## config.mk

```make
export PLATFORM = sky130hd
export DESIGN_NAME = smmc_top
export DESIGN_NICKNAME = d
export VERILOG_FILES = /design/src/hdl/smmc_pkg.sv /design/src/hdl/smmc_dec_if.sv /design/src/hdl/smmc_decode.sv /design/src/hdl/smmc_top.sv
export VERILOG_INCLUDE_DIRS = /design/src /design/src/hdl
export SDC_FILE = /design/constraint.sdc
export NUM_CORES = 1
export LEC_CHECK = 0
export BUFFER_PORTS_ARGS = -buffer_cell sky130_fd_sc_hd__buf_2
export CAP_MARGIN = 15
export CORE_UTILIZATION = 40
export DETAILED_ROUTE_END_ITERATION = 6
export PLACE_DENSITY = 0.64
export SLEW_MARGIN = 20
export SYNTH_ARGS = -nofsm -noshare
export SYNTH_HDL_FRONTEND = slang
export SYNTH_SLANG_ARGS = --single-unit
```

## constraint.sdc

```tcl
create_clock -name mclk -period 3.87 [get_ports mclk]
set_input_delay 0.5805 -clock mclk [delete_from_list [all_inputs] [get_ports mclk]]
set_output_delay 0.5805 -clock mclk [all_outputs]
set_load 0.02 [all_outputs]
```

## src/hdl/smmc_regs.svh

```systemverilog
// Register offsets, field positions, opcodes and fixed values of the management controller
`ifndef SMMC_REGS_SVH
`define SMMC_REGS_SVH
`define SMMC_OFF_CFG1      8'h00
`define SMMC_OFF_CFG3      8'h04
`define SMMC_OFF_CFG6      8'h08
`define SMMC_OFF_REGION    8'h0C
`define SMMC_OFF_HPTR      8'h10
`define SMMC_OFF_STATUS    8'h14
`define SMMC_CFG1_EN_BIT   1
`define SMMC_CFG1_SM_BIT   7
`define SMMC_CFG3_NMIEN    1
`define SMMC_CFG6_ENH_BIT  0
`define SMMC_HPTR_V_BIT    0
`define SMMC_HPTR_LSB      2
`define SMMC_SIZE_MSB      3
`define SMMC_BASE_MASK     32'hFFFFF000
`define SMMC_SIZE_UNIT     32'h00000800
`define SMMC_CS_LIMIT      32'hFFFFFFFF
`define SMMC_ZERO32        32'h00000000
`define SMMC_CFG_RST       8'h00
`define SMMC_OP_SEG_SV     8'h78
`define SMMC_OP_SEG_RS     8'h79
`define SMMC_OP_LDT_SV     8'h7A
`define SMMC_OP_LDT_RS     8'h7B
`define SMMC_OP_TSK_SV     8'h7C
`define SMMC_OP_TSK_RS     8'h7D
`define SMMC_OP_SOFT_ENT   8'h38
`define SMMC_OP_RESUME     8'hAA
`define SMMC_OP_HPTR_RD    8'h36
`define SMMC_OP_HPTR_WR    8'h37
`define SMMC_SREG_CS       3'h1
`define SMMC_SREG_MAX      3'h5
`define SMMC_REG_ZERO      3'h0
`define SMMC_MOD_REG       2'h3
`define SMMC_DESC_BITS     7'h50
`define SMMC_SEL_SEG       2'h0
`define SMMC_SEL_LDT       2'h1
`define SMMC_SEL_TSK       2'h2
`endif

```

## src/hdl/smmc_pkg.sv

```systemverilog
// Types shared by the management controller modules
package smmc_pkg;
	typedef enum logic [3:0] {
		K_NONE, K_SEG_SAVE, K_SEG_REST, K_LDT_SAVE, K_LDT_REST, K_TSK_SAVE, K_TSK_REST,
		K_SOFT_ENTRY, K_RESUME, K_HPTR_RD, K_HPTR_WR
	} smmc_op_t;
	typedef enum logic [6:0] {
		ST_IDLE    = 7'h01,
		ST_ACK     = 7'h02,
		ST_SAVE    = 7'h04,
		ST_FORCE   = 7'h08,
		ST_RUN     = 7'h10,
		ST_RESTORE = 7'h20,
		ST_EXIT    = 7'h40
	} smmc_state_t;
endpackage

```

## src/hdl/smmc_dec_if.sv

```systemverilog
// Opcode decode carrier between controller and decoder
`timescale 1ns/1ns
`default_nettype none
interface smmc_dec_if;
	logic [7:0]         code;
	logic [7:0]         modrm;
	smmc_pkg::smmc_op_t kind;
	logic               bad_form;
	logic [2:0]         sreg;
	modport dec (input code, input modrm, output kind, output bad_form, output sreg);
	modport ctl (output code, output modrm, input kind, input bad_form, input sreg);
endinterface
`default_nettype wire

```

## src/hdl/smmc_decode.sv

```systemverilog
// Decoder for the management opcodes (second byte after 0F)
`timescale 1ns/1ns
`default_nettype none
`include "smmc_regs.svh"
module smmc_decode (
	smmc_dec_if.dec d
);
	logic [2:0] reg_f;
	assign reg_f  = d.modrm[5:3];
	assign d.sreg = reg_f;
	always_comb begin
		d.kind     = smmc_pkg::K_NONE;
		d.bad_form = 1'h0;
		case (d.code)
			`SMMC_OP_SEG_SV: begin
				d.kind     = smmc_pkg::K_SEG_SAVE;
				d.bad_form = reg_f > `SMMC_SREG_MAX;
			end
			`SMMC_OP_SEG_RS: begin
				d.kind     = smmc_pkg::K_SEG_REST;
				// Code segment only comes back through resume
				d.bad_form = (reg_f > `SMMC_SREG_MAX) || (reg_f == `SMMC_SREG_CS);
			end
			`SMMC_OP_LDT_SV: begin
				d.kind     = smmc_pkg::K_LDT_SAVE;
				d.bad_form = reg_f != `SMMC_REG_ZERO;
			end
			`SMMC_OP_LDT_RS: begin
				d.kind     = smmc_pkg::K_LDT_REST;
				d.bad_form = reg_f != `SMMC_REG_ZERO;
			end
			`SMMC_OP_TSK_SV: begin
				d.kind     = smmc_pkg::K_TSK_SAVE;
				d.bad_form = reg_f != `SMMC_REG_ZERO;
			end
			`SMMC_OP_TSK_RS: begin
				d.kind     = smmc_pkg::K_TSK_REST;
				d.bad_form = reg_f != `SMMC_REG_ZERO;
			end
			`SMMC_OP_SOFT_ENT: d.kind = smmc_pkg::K_SOFT_ENTRY;
			`SMMC_OP_RESUME:   d.kind = smmc_pkg::K_RESUME;
			`SMMC_OP_HPTR_RD:  d.kind = smmc_pkg::K_HPTR_RD;
			`SMMC_OP_HPTR_WR:  d.kind = smmc_pkg::K_HPTR_WR;
			default:           d.kind = smmc_pkg::K_NONE;
		endcase
	end
endmodule // smmc_decode
`default_nettype wire

```

## src/hdl/smmc_top.sv

```systemverilog
// Management mode controller: entry, opcode gating, resume, space pin and APB registers
`timescale 1ns/1ns
`default_nettype none
`include "smmc_regs.svh"
module smmc_top #(
	parameter int ADDR_W = 8
) (
	input  wire logic              mclk,
	input  wire logic              reset,
	input  wire logic              psel,
	input  wire logic              penable,
	input  wire logic              pwrite,
	input  wire logic [ADDR_W-1:0] paddr,
	input  wire logic [31:0]       pwdata,
	output logic      [31:0]       prdata,
	output logic                   pready,
	output logic                   pslverr,
	input  wire logic              mgmt_interrupt_pin,
	input  wire logic              nmi_event,
	input  wire logic              maskable_interrupt_pin,
	input  wire logic              flags_if,
	input  wire logic              op_valid,
	input  wire logic [7:0]        op_code,
	input  wire logic [7:0]        op_modrm,
	input  wire logic [1:0]        current_privilege,
	input  wire logic [31:0]       op_operand,
	output logic                   op_busy,
	output logic                   op_done,
	output logic                   op_invalid,
	output logic      [31:0]       op_result,
	output logic                   op_mem,
	output logic                   desc_req,
	output logic                   desc_restore,
	output logic      [1:0]        desc_sel,
	output logic      [2:0]        desc_sreg,
	output logic      [6:0]        desc_bits,
	output logic                   hdr_save_req,
	output logic                   hdr_restore_req,
	output logic      [31:0]       hdr_addr,
	input  wire logic              hdr_done,
	input  wire logic [31:0]       resume_pointer_field,
	output logic      [31:0]       instruction_pointer,
	output logic                   ip_load,
	output logic                   entry_force,
	output logic      [31:0]       cs_base,
	output logic      [31:0]       cs_limit,
	output logic                   ack_cycle_req,
	input  wire logic              ack_done,
	input  wire logic              bus_last_mgmt_done,
	output logic                   mgmt_space_pin,
	input  wire logic              wb_req,
	input  wire logic              wb_line_mgmt_tag,
	output logic                   wb_mgmt_space,
	output logic                   mgmt_cacheable,
	output logic                   mgmt_access_ok,
	output logic                   nmi_service,
	output logic                   maskable_interrupt_pin_service,
	output logic                   in_mgmt_mode
);
	smmc_pkg::smmc_state_t state_r;
	logic [7:0]  cfg1_r, cfg3_r, cfg6_r;
	logic [31:0] region_r, hptr_r, prdata_r;
	logic        smi_prev_r, smi_pend_r, nmi_lat_r, in_mode_r, space_r;
	logic        op_done_r, op_invalid_r, op_mem_r, desc_req_r, desc_restore_r;
	logic [1:0]  desc_sel_r;
	logic [2:0]  desc_sreg_r;
	logic [31:0] op_result_r, ip_r, cs_base_r, cs_limit_r;
	logic        ip_load_r, force_r, wb_space_r, nmi_srv_r, maskable_interrupt_pin_srv_r;
	smmc_dec_if u_if ();
	assign u_if.code  = op_code;
	assign u_if.modrm = op_modrm;
	smmc_decode u_dec (
		.d (u_if)
	);

	logic        idle, run, recog, op_allowed, accept, is_mgmt, gate_ok, good, bad;
	logic        go, rsm_go, smi_fall, enh, nmi_allow, int_window, nmi_take, maskable_interrupt_pin_take;
	logic        wr_en, rd_setup, hit, region_wr;
	logic [31:0] base, region_bytes, hptr_calc, rd_mux;
	smmc_pkg::smmc_op_t kind;
	assign kind         = u_if.kind;
	assign idle         = state_r == smmc_pkg::ST_IDLE;
	assign run          = state_r == smmc_pkg::ST_RUN;
	assign enh          = cfg6_r[`SMMC_CFG6_ENH_BIT];
	assign base         = region_r & `SMMC_BASE_MASK;
	assign region_bytes = `SMMC_SIZE_UNIT << region_r[`SMMC_SIZE_MSB:0];
	assign hptr_calc    = base + region_bytes;
	assign recog = cfg1_r[`SMMC_CFG1_EN_BIT] & cfg1_r[`SMMC_CFG1_SM_BIT]
		& (|region_r[`SMMC_SIZE_MSB:0]);
	assign op_allowed = recog & (current_privilege == 2'h0) & in_mode_r;
	// Opcodes are only taken when no entry or exit sequence is in flight
	assign accept  = op_valid & (idle | run);
	assign op_busy = ~(idle | run);
	assign is_mgmt = kind != smmc_pkg::K_NONE;
	always_comb begin
		if (kind == smmc_pkg::K_SOFT_ENTRY)
			gate_ok = recog & ~in_mode_r;
		else
			gate_ok = op_allowed & ~u_if.bad_form;
	end
	assign good   = accept & is_mgmt & gate_ok;
	assign bad    = accept & is_mgmt & ~gate_ok;
	assign smi_fall = smi_prev_r & ~mgmt_interrupt_pin;
	assign go     = idle & (smi_pend_r | (good & (kind == smmc_pkg::K_SOFT_ENTRY)));
	assign rsm_go = good & (kind == smmc_pkg::K_RESUME);

	always_ff @(posedge mclk) begin
		if (reset) begin
			state_r <= smmc_pkg::ST_IDLE;
		end else begin
			case (state_r)
				smmc_pkg::ST_IDLE:    if (go) state_r <= smmc_pkg::ST_ACK;
				smmc_pkg::ST_ACK:     if (ack_done) state_r <= smmc_pkg::ST_SAVE;
				smmc_pkg::ST_SAVE:    if (hdr_done) state_r <= smmc_pkg::ST_FORCE;
				smmc_pkg::ST_FORCE:   state_r <= smmc_pkg::ST_RUN;
				smmc_pkg::ST_RUN:     if (rsm_go) state_r <= smmc_pkg::ST_RESTORE;
				smmc_pkg::ST_RESTORE: if (hdr_done) state_r <= smmc_pkg::ST_EXIT;
				smmc_pkg::ST_EXIT:    if (bus_last_mgmt_done) state_r <= smmc_pkg::ST_IDLE;
				default:              state_r <= smmc_pkg::ST_IDLE;
			endcase
		end
	end

	// Pin sampled every edge; the request latch holds one event, set wins over clear
	always_ff @(posedge mclk) begin
		if (reset) begin
			smi_prev_r <= 1'h1;
			smi_pend_r <= 1'h0;
		end else begin
			smi_prev_r <= mgmt_interrupt_pin;
			if (smi_fall & recog)
				smi_pend_r <= 1'h1;
			else if (go)
				smi_pend_r <= 1'h0;
		end
	end

	always_ff @(posedge mclk) begin
		if (reset) begin
			in_mode_r <= 1'h0;
			space_r   <= 1'h0;
		end else if (go) begin
			in_mode_r <= 1'h1;
			space_r   <= 1'h1;
		end else if ((state_r == smmc_pkg::ST_EXIT) && bus_last_mgmt_done) begin
			in_mode_r <= 1'h0;
			space_r   <= 1'h0;
		end
	end

	always_ff @(posedge mclk) begin
		if (reset) begin
			force_r    <= 1'h0;
			cs_base_r  <= `SMMC_ZERO32;
			cs_limit_r <= `SMMC_ZERO32;
		end else begin
			force_r <= state_r == smmc_pkg::ST_FORCE;
			if (state_r == smmc_pkg::ST_FORCE) begin
				cs_base_r  <= base;
				cs_limit_r <= `SMMC_CS_LIMIT;
			end
		end
	end

	always_ff @(posedge mclk) begin
		if (reset) begin
			ip_r      <= `SMMC_ZERO32;
			ip_load_r <= 1'h0;
		end else begin
			ip_load_r <= (state_r == smmc_pkg::ST_RESTORE) && hdr_done;
			if ((state_r == smmc_pkg::ST_RESTORE) && hdr_done)
				ip_r <= resume_pointer_field;
		end
	end

	// Entry and the pending-request latch outrank NMI, NMI outranks MASKABLE_INTERRUPT_PIN
	assign int_window = (idle | run) & ~smi_pend_r & ~go;
	assign nmi_allow  = ~in_mode_r | cfg3_r[`SMMC_CFG3_NMIEN];
	assign nmi_take   = int_window & nmi_allow & (nmi_event | nmi_lat_r);
	assign maskable_interrupt_pin_take  = int_window & ~nmi_take & ~force_r & maskable_interrupt_pin & flags_if;
	always_ff @(posedge mclk) begin
		if (reset) begin
			nmi_lat_r  <= 1'h0;
			nmi_srv_r  <= 1'h0;
			maskable_interrupt_pin_srv_r <= 1'h0;
		end else begin
			nmi_srv_r  <= nmi_take;
			maskable_interrupt_pin_srv_r <= maskable_interrupt_pin_take;
			if (nmi_event & ~nmi_take)
				nmi_lat_r <= 1'h1;
			else if (nmi_take)
				nmi_lat_r <= 1'h0;
		end
	end

	always_ff @(posedge mclk) begin
		if (reset) begin
			op_done_r      <= 1'h0;
			op_invalid_r   <= 1'h0;
			op_result_r    <= `SMMC_ZERO32;
			op_mem_r       <= 1'h0;
			desc_req_r     <= 1'h0;
			desc_restore_r <= 1'h0;
			desc_sel_r     <= `SMMC_SEL_SEG;
			desc_sreg_r    <= `SMMC_REG_ZERO;
		end else begin
			op_done_r    <= good;
			op_invalid_r <= bad;
			op_mem_r     <= op_modrm[7:6] != `SMMC_MOD_REG;
			if (good & (kind == smmc_pkg::K_HPTR_RD))
				op_result_r <= hptr_r;
			desc_req_r <= good & (kind inside {smmc_pkg::K_SEG_SAVE, smmc_pkg::K_SEG_REST,
				smmc_pkg::K_LDT_SAVE, smmc_pkg::K_LDT_REST,
				smmc_pkg::K_TSK_SAVE, smmc_pkg::K_TSK_REST});
			desc_restore_r <= kind inside {smmc_pkg::K_SEG_REST, smmc_pkg::K_LDT_REST,
				smmc_pkg::K_TSK_REST};
			desc_sreg_r <= u_if.sreg;
			case (kind)
				smmc_pkg::K_LDT_SAVE, smmc_pkg::K_LDT_REST: desc_sel_r <= `SMMC_SEL_LDT;
				smmc_pkg::K_TSK_SAVE, smmc_pkg::K_TSK_REST: desc_sel_r <= `SMMC_SEL_TSK;
				default:                                    desc_sel_r <= `SMMC_SEL_SEG;
			endcase
		end
	end

	// Region write invalidates the pointer so a later entry recomputes the header spot; an entry in the same cycle keeps the old one
	always_ff @(posedge mclk) begin
		if (reset)
			hptr_r <= `SMMC_ZERO32;
		else if (region_wr)
			hptr_r[`SMMC_HPTR_V_BIT] <= 1'h0;
		else if (good & (kind == smmc_pkg::K_HPTR_WR))
			hptr_r <= op_operand;
		else if (go & ~hptr_r[`SMMC_HPTR_V_BIT])
			hptr_r <= {hptr_calc[31:`SMMC_HPTR_LSB], 2'h1};
	end

	always_ff @(posedge mclk) begin
		if (reset)
			wb_space_r <= 1'h0;
		else
			wb_space_r <= wb_req & (enh ? wb_line_mgmt_tag : in_mode_r);
	end

	assign wr_en     = psel & penable & pwrite;
	assign rd_setup  = psel & ~penable;
	assign region_wr = wr_en & (paddr == `SMMC_OFF_REGION);
	always_comb begin
		hit    = 1'h1;
		rd_mux = `SMMC_ZERO32;
		case (paddr)
			`SMMC_OFF_CFG1:   rd_mux = {24'h0, cfg1_r};
			`SMMC_OFF_CFG3:   rd_mux = {24'h0, cfg3_r};
			`SMMC_OFF_CFG6:   rd_mux = {24'h0, cfg6_r};
			`SMMC_OFF_REGION: rd_mux = region_r;
			`SMMC_OFF_HPTR:   rd_mux = hptr_r;
			`SMMC_OFF_STATUS: rd_mux = {21'h0, state_r, in_mode_r, smi_pend_r, nmi_lat_r,
				hptr_r[`SMMC_HPTR_V_BIT]};
			default:          hit = 1'h0;
		endcase
	end
	always_ff @(posedge mclk) begin
		if (reset) begin
			cfg1_r   <= `SMMC_CFG_RST;
			cfg3_r   <= `SMMC_CFG_RST;
			cfg6_r   <= `SMMC_CFG_RST;
			region_r <= `SMMC_ZERO32;
		end else if (wr_en) begin
			case (paddr)
				`SMMC_OFF_CFG1:   cfg1_r <= pwdata[7:0];
				`SMMC_OFF_CFG3:   cfg3_r <= pwdata[7:0];
				`SMMC_OFF_CFG6:   cfg6_r <= pwdata[7:0];
				`SMMC_OFF_REGION: region_r <= pwdata;
				default:          cfg1_r <= cfg1_r;
			endcase
		end
	end
	always_ff @(posedge mclk) begin
		if (reset)
			prdata_r <= `SMMC_ZERO32;
		else if (rd_setup)
			prdata_r <= rd_mux;
	end

	assign pready          = 1'h1;
	assign pslverr         = psel & penable & ~hit;
	assign prdata          = prdata_r;
	assign op_done         = op_done_r;
	assign op_invalid      = op_invalid_r;
	assign op_result       = op_result_r;
	assign op_mem          = op_mem_r;
	assign desc_req        = desc_req_r;
	assign desc_restore    = desc_restore_r;
	assign desc_sel        = desc_sel_r;
	assign desc_sreg       = desc_sreg_r;
	assign desc_bits       = `SMMC_DESC_BITS;
	assign hdr_save_req    = state_r == smmc_pkg::ST_SAVE;
	assign hdr_restore_req = state_r == smmc_pkg::ST_RESTORE;
	assign hdr_addr        = {hptr_r[31:`SMMC_HPTR_LSB], 2'h0};
	assign instruction_pointer = ip_r;
	assign ip_load         = ip_load_r;
	assign entry_force     = force_r;
	assign cs_base         = cs_base_r;
	assign cs_limit        = cs_limit_r;
	assign ack_cycle_req   = state_r == smmc_pkg::ST_ACK;
	assign mgmt_space_pin  = space_r;
	assign wb_mgmt_space   = wb_space_r;
	// Caching of management space is refused in compatible mode
	assign mgmt_cacheable  = enh;
	assign mgmt_access_ok  = in_mode_r;
	assign nmi_service     = nmi_srv_r;
	assign maskable_interrupt_pin_service    = maskable_interrupt_pin_srv_r;
	assign in_mgmt_mode    = in_mode_r;
endmodule // smmc_top
`default_nettype wire

```

# == After elaboration in Yosys (flattened, before gate mapping) ==
# Cells that the tools add are included.
# op_classes
eq_ne,40
add_sub_neg,1
n_shift,1
n_reduce_logical,25
n_bitwise,51
muxes,22
order_cmp,1
# op_table
op,count
$pmux W32 S6,1
$mux W32,2
$pmux W7 S7,1
$eq A8 B7 Y1 const B,6
$mux W7,6
$pmux W4 S10,1
$and A1 B1 Y1,34
$add A32 B32 Y32,1
$shl A12 B4 Y32 const A,1
$eq A8 B6 Y1 const B,3
$eq A4 B3 Y1 const B,4
$eq A8 B4 Y1 const B,2
$eq A8 B5 Y1 const B,2
$not A1 Y1,13
$eq A4 B4 Y1 const B,3
$ne A2 B1 Y1 const B,5
$reduce_and A2 Y1,5
$mux W1,9
$eq A4 B2 Y1 const B,2
$eq A8 B3 Y1 const B,1
$eq A8 B8 Y1 const B,1
$logic_not A8 Y1,1
$reduce_bool A2 Y1,4
$reduce_or A4 Y1,2
23 further kinds,31
# word_totals
reg_bits,231
inputBits,137

# == Depth between registers and ports, before layout ==
# logic_depth
word_depth,19
ltp_mapped,13

# == Cells and area by module ==
# Synthesis repeated with hierarchy kept, for this count alone.
# hier_totals
cells_unflattened,1417
hier_area_um2,10956.8
# by_module_without_submodules
module,area_per_inst_um2,instances,seq_area_each_um2,cells_per_inst
smmc_top,10721.5,1,4624.4,1385
smmc_decode,235.2,1,0.0,32

# == Worst setup path before layout ==
# OpenSTA, ideal clock, no wires.
# synth_timing
path_type,reg2reg
start,reg region_r[1]
end,reg hptr_r[31]
path_buffers,1
slack_ns,0.619
synth_period_minus_slack_ns,3.251
required_time_ns,3.738
stages_incl_launch_ff,13
arrival_ns,3.119
cell_sequence,dfxtp_1 clkbuf_1 nand2b_1 or3_1 inv_1 ha_1 a211oi_1 o21ai_1 a31o_2 a2111oi_1 nor3_1 o311ai_1 a21oi_1
# synth_via
elab_chain_len,13
elab_cells_between_ends,19
classes_between,add/sub: 1; shift: 1; mux: 3; bitwise: 11; reduce/logical: 3
# synth_rtl
item,line,rtl
from (decl),smmc_top.sv:62,"logic [31:0] region_r, hptr_r, prdata_r;"
from (signal assigned),smmc_top.sv:267,region_r <= `SMMC_ZERO32;
from (signal assigned),smmc_top.sv:273,`SMMC_OFF_REGION: region_r <= pwdata;
branches (longest 13 deep; another with $add A32 B32 Y32),n/a,
to (signal assigned),smmc_top.sv:229,hptr_r <= `SMMC_ZERO32;
to (signal assigned),smmc_top.sv:233,hptr_r <= op_operand;
to (signal assigned),smmc_top.sv:235,"hptr_r <= {hptr_calc[31:`SMMC_HPTR_LSB], 2'h1};"
to (decl),smmc_top.sv:62,
# Several ways; the timed one is not identified. The select of a mux whose other input is x is not followed.
# A chain may end at the register's enable or synchronous reset.

# == Worst setup path after layout ==
# layout_timing
start,reg region_r[0]
end,reg hptr_r[28]
# Same word-level chain as after synthesis.

==> flow_summary.yaml <==
cells_and_area:
  drive_gt1_frac: 0.2757
  fill_cells: 2612
  area_delta_synth_final_pct: 20.75
  fin_util: 0.4970
  fin_area_sq_mm: 0.01306
  nNetsFinal: 1708
clocking:
  cts_num_sinks: 231
  cts_htree_levels: 1
  holdBufCountCts: 0
  post_cts_buffers: 0
  cts_max_path_buffers: 3
  cts-root-buf: "clkbuf_16"
  clk_pin_slew_ns: 0.06
  cts_tree: "built"
  clkLatencyLatePin_ns: 0.53
  ctsResizeCount: 0
  cts_made_buffers: 26
job:
  cap_violations: 0
setup_path:
  rrSetupSlack_ns: 0.50
  crit_path_top_delay_cell: "a211oi_1"
  reg2regPathDepth: 12
  cp-end-kind: "flop"
  cp-startpoint: "region_r[0]"
  crit_arrival_ns: 3.77
  crit_end: "hptr_r[28]"
  startpoint_type: "flop"
  critPathTopFamily: "compound AO/OA/AOI/OAI gates"
  r2r_end: "hptr_r[28]"
  worstReg2RegStart: "region_r[0]"
  worstPathCellList: "nand2b_1 > nor3_1 > ha_1 > inv_1 > fa_1 > nand2b_1 > a21oi_1 > o2111ai_1 > a211oi_1 > nor4_1 > nor3_1 > o21ai_0"
  cp.depth: 12
  max_stage_delay_ns: 0.61
  worstPathMaxFanout: 9
  critical_path_buf_inv_count: 1
  critPathKind: "flop to flop"
  required_ns: 4.27
sta:
  fin_setup_tns_ns: 0
  tightest_slew_ns: 1.018
  period_share: 0.8710
  period_minus_slack_ns: 3.371
  relSlewSlack: 0.3152
  finalHoldViolCount: 0
  setup_violations: 0
  grt_setup_unrepaired: "false"
  drv_slew: 0
  hold_ws_ns: 0.2284
  max_freq_mhz: 296.7
  fin_ws_ns: 0.4994
  finClkSkew_ns: 0.01230
route:
  drc: 28
  wl_per_cell_microns: 17.98
  ant_nets: 0
  via_per_inst: 5.353
  wl_microns: 34400
  first_pass_iters: 7
  via_count: 10240
  initialDrtViolationCount: 913
worst_hold_path:
  min_path_type: "primary input to flop"
  whs_path_depth: 2
floorplanning:
  rows: 59
  io-pin-count: 361
  core_area_sq_mm: 0.02628
  die_y_microns: 166.4
  fp.dieW_microns: 166.4
  start_util: 0.4116
  die_area_sq_mm: 0.02770
logic_synthesis:
  synth_area_sq_mm: 0.01082
  ys_types: 80
  async_flop_share: 0
  ys.flop_type: "dfxtp_1"
  yosysSeqAreaShare: 0.4275
  yosys_warnings: 0
  synth_edf_count: 0
  syn_avg_cell_area_sq_um: 8.194
  syn_inst: 1320
  ys_ff_latch: 231
placement:
  gp_congestion: 0.8974
  pre_cts_ws_ns: 0.5733
  placed_area_sq_mm: 0.01216
  port_buffers: 335
  post-dp-hpwl_microns: 25100
grt:
  grt.total_usage: 0.2401
  grt_pass1_vias: 9451
  grt_max_degree: 75
  grt_pass1_wl_microns: 53230
  grt-ovfl-total: 0
  antenna_found_initial: 7
power:
  p_leak_nw: 5.657
  p_per_area_mw_per_mm2: 402.0
  irDropWorstVdd_mv: 0.2471
status:
  violations: "DRC"
  status: "finished, violations left"
-- area by class of cell --
| class | instances | area [sq um] | area share |
|---|---|---|---|
| Multi-Input combinational cell | 928 | 5221 | 0.3998 |
| Sequential cell | 231 | 4624 | 0.3541 |
| Tap cell | 335 | 419.2 | 0.03209 |
| Timing Repair Buffer | 357 | 1868 | 0.1430 |
| Clock inverter | 10 | 113.9 | 0.008717 |
| Inverter | 11 | 41.29 | 0.003161 |
| Antenna cell | 4 | 10.01 | 0.0007664 |
| Clock buffer | 37 | 763.2 | 0.05843 |
-- per-stage QoR --
| stage | std cells | total power, mW |
|---|---|---|
| after global placement | 1861 | 2.797 |
| after floorplan | 1340 | 2.668 |
| after global routing | 1913 | 5.428 |
| final | 1913 | 5.251 |
| after CTS | 1908 | 5.303 |
| after detailed placement | 1861 | 2.799 |
-- cell usage in the layout, fill, tap and decap left out, drive strengths merged, types with 4 or more instances in the layout --
cell	count
a22o	18
clkinv	7
a21oi	155
or3	9
o21ai	31
buf	357
inv	11
a21o	5
nor4b	4
conb	22
o22ai	4
a2111oi	4
xor2	8
clkbuf	37
a221oi	25
nand2b	19
diode	4
nor3b	5
nor2b	12
a22oi	15
mux2i	18
dfxtp	231
mux2	9
xnor2	4
nand2	267
and3	10
nor2	97
and2	8
or2	4
nand3b	5
nor3	48
a211oi	17
ha	15
o21a	7
a31oi	8
nand3	17
o221ai	5
nor4	10
-- cell families after synthesis --
group,Yosys count,synth area share
other,2,0.0006943
AND/OR/NAND/NOR,531,0.2273
AO/OA/AOI/OAI,320,0.1920
XOR/XNOR,12,0.009717
buffers and inverters,181,0.09751
adder cells (fa/ha/maj),16,0.01920
flip-flops,231,0.4275
multiplexers,27,0.02603
-- Yosys cell counts, drive strengths merged (4+ instances only) --
library cell | n | share of area
a221oi | 25 | 0.020
nor4b | 4 | 0.0046
a21o | 5 | 0.0035
or2 | 4 | 0.0023
buf | 101 | 0.070
or3 | 9 | 0.0052
mux2i | 18 | 0.017
a211oi | 17 | 0.015
o22ai | 4 | 0.0023
and2 | 8 | 0.0046
nor2b | 12 | 0.0069
ha | 15 | 0.017
a31oi | 8 | 0.0046
inv | 11 | 0.0038
dfxtp | 231 | 0.43
nor4 | 10 | 0.0083
nand3b | 5 | 0.0035
nor3 | 48 | 0.024
a2111oi | 4 | 0.0035
xnor2 | 4 | 0.0032
and3 | 10 | 0.0058
nand2 | 267 | 0.093
nor3b | 5 | 0.0035
nor2 | 97 | 0.034
o21ai | 31 | 0.014
o221ai | 5 | 0.0040
a22oi | 15 | 0.010
nand2b | 19 | 0.011
clkbuf | 69 | 0.024
nand3 | 17 | 0.0079
xor2 | 8 | 0.0065
a22o | 18 | 0.015
o21a | 7 | 0.0049
a21oi | 155 | 0.072
mux2 | 9 | 0.0094
-- sequential cells by signal (all words and copies together) (netlist names), 2 cells and up --
register / cells
hptr_r: 32
instruction_pointer: 32
op_result: 32
prdata: 32
region_r: 32
cs_base: 20
cfg1_r: 8
cfg3_r: 8
cfg6_r: 8
state_r: 7
desc_sreg: 3
desc_sel: 2
-- how the worst min path moves through the flow --
| stage | start | endpoint | slack, ns |
|---|---|---|---|
| after floorplan | region_r[4] | region_r[4] | 0.43 |
| after global placement | op_result[23] | op_result[23] | 0.44 |
| after detailed placement | op_result[30] | op_result[30] | 0.44 |
| after CTS | op_modrm[7] | op_mem | 0.21 |
| after global routing | op_modrm[7] | op_mem | 0.22 |
| final | op_modrm[7] | op_mem | 0.23 |
-- layer usage --
metal	vias to the layer above	wire length (microns)	track usage
li1	4983	-	-
met1	4770	15330	0.3234
met2	415	15850	0.3869
met3	68	2292	0.04301
met4	4	905	0.08052
met5	-	26	0
-- where the power goes --
group | switching [mW] | internal (mW)
clock | 0.996 | 1.51
combinational | 0.212 | 0.115
sequential | 0.0167 | 2.40
Power figures use the tool's default switching activity.
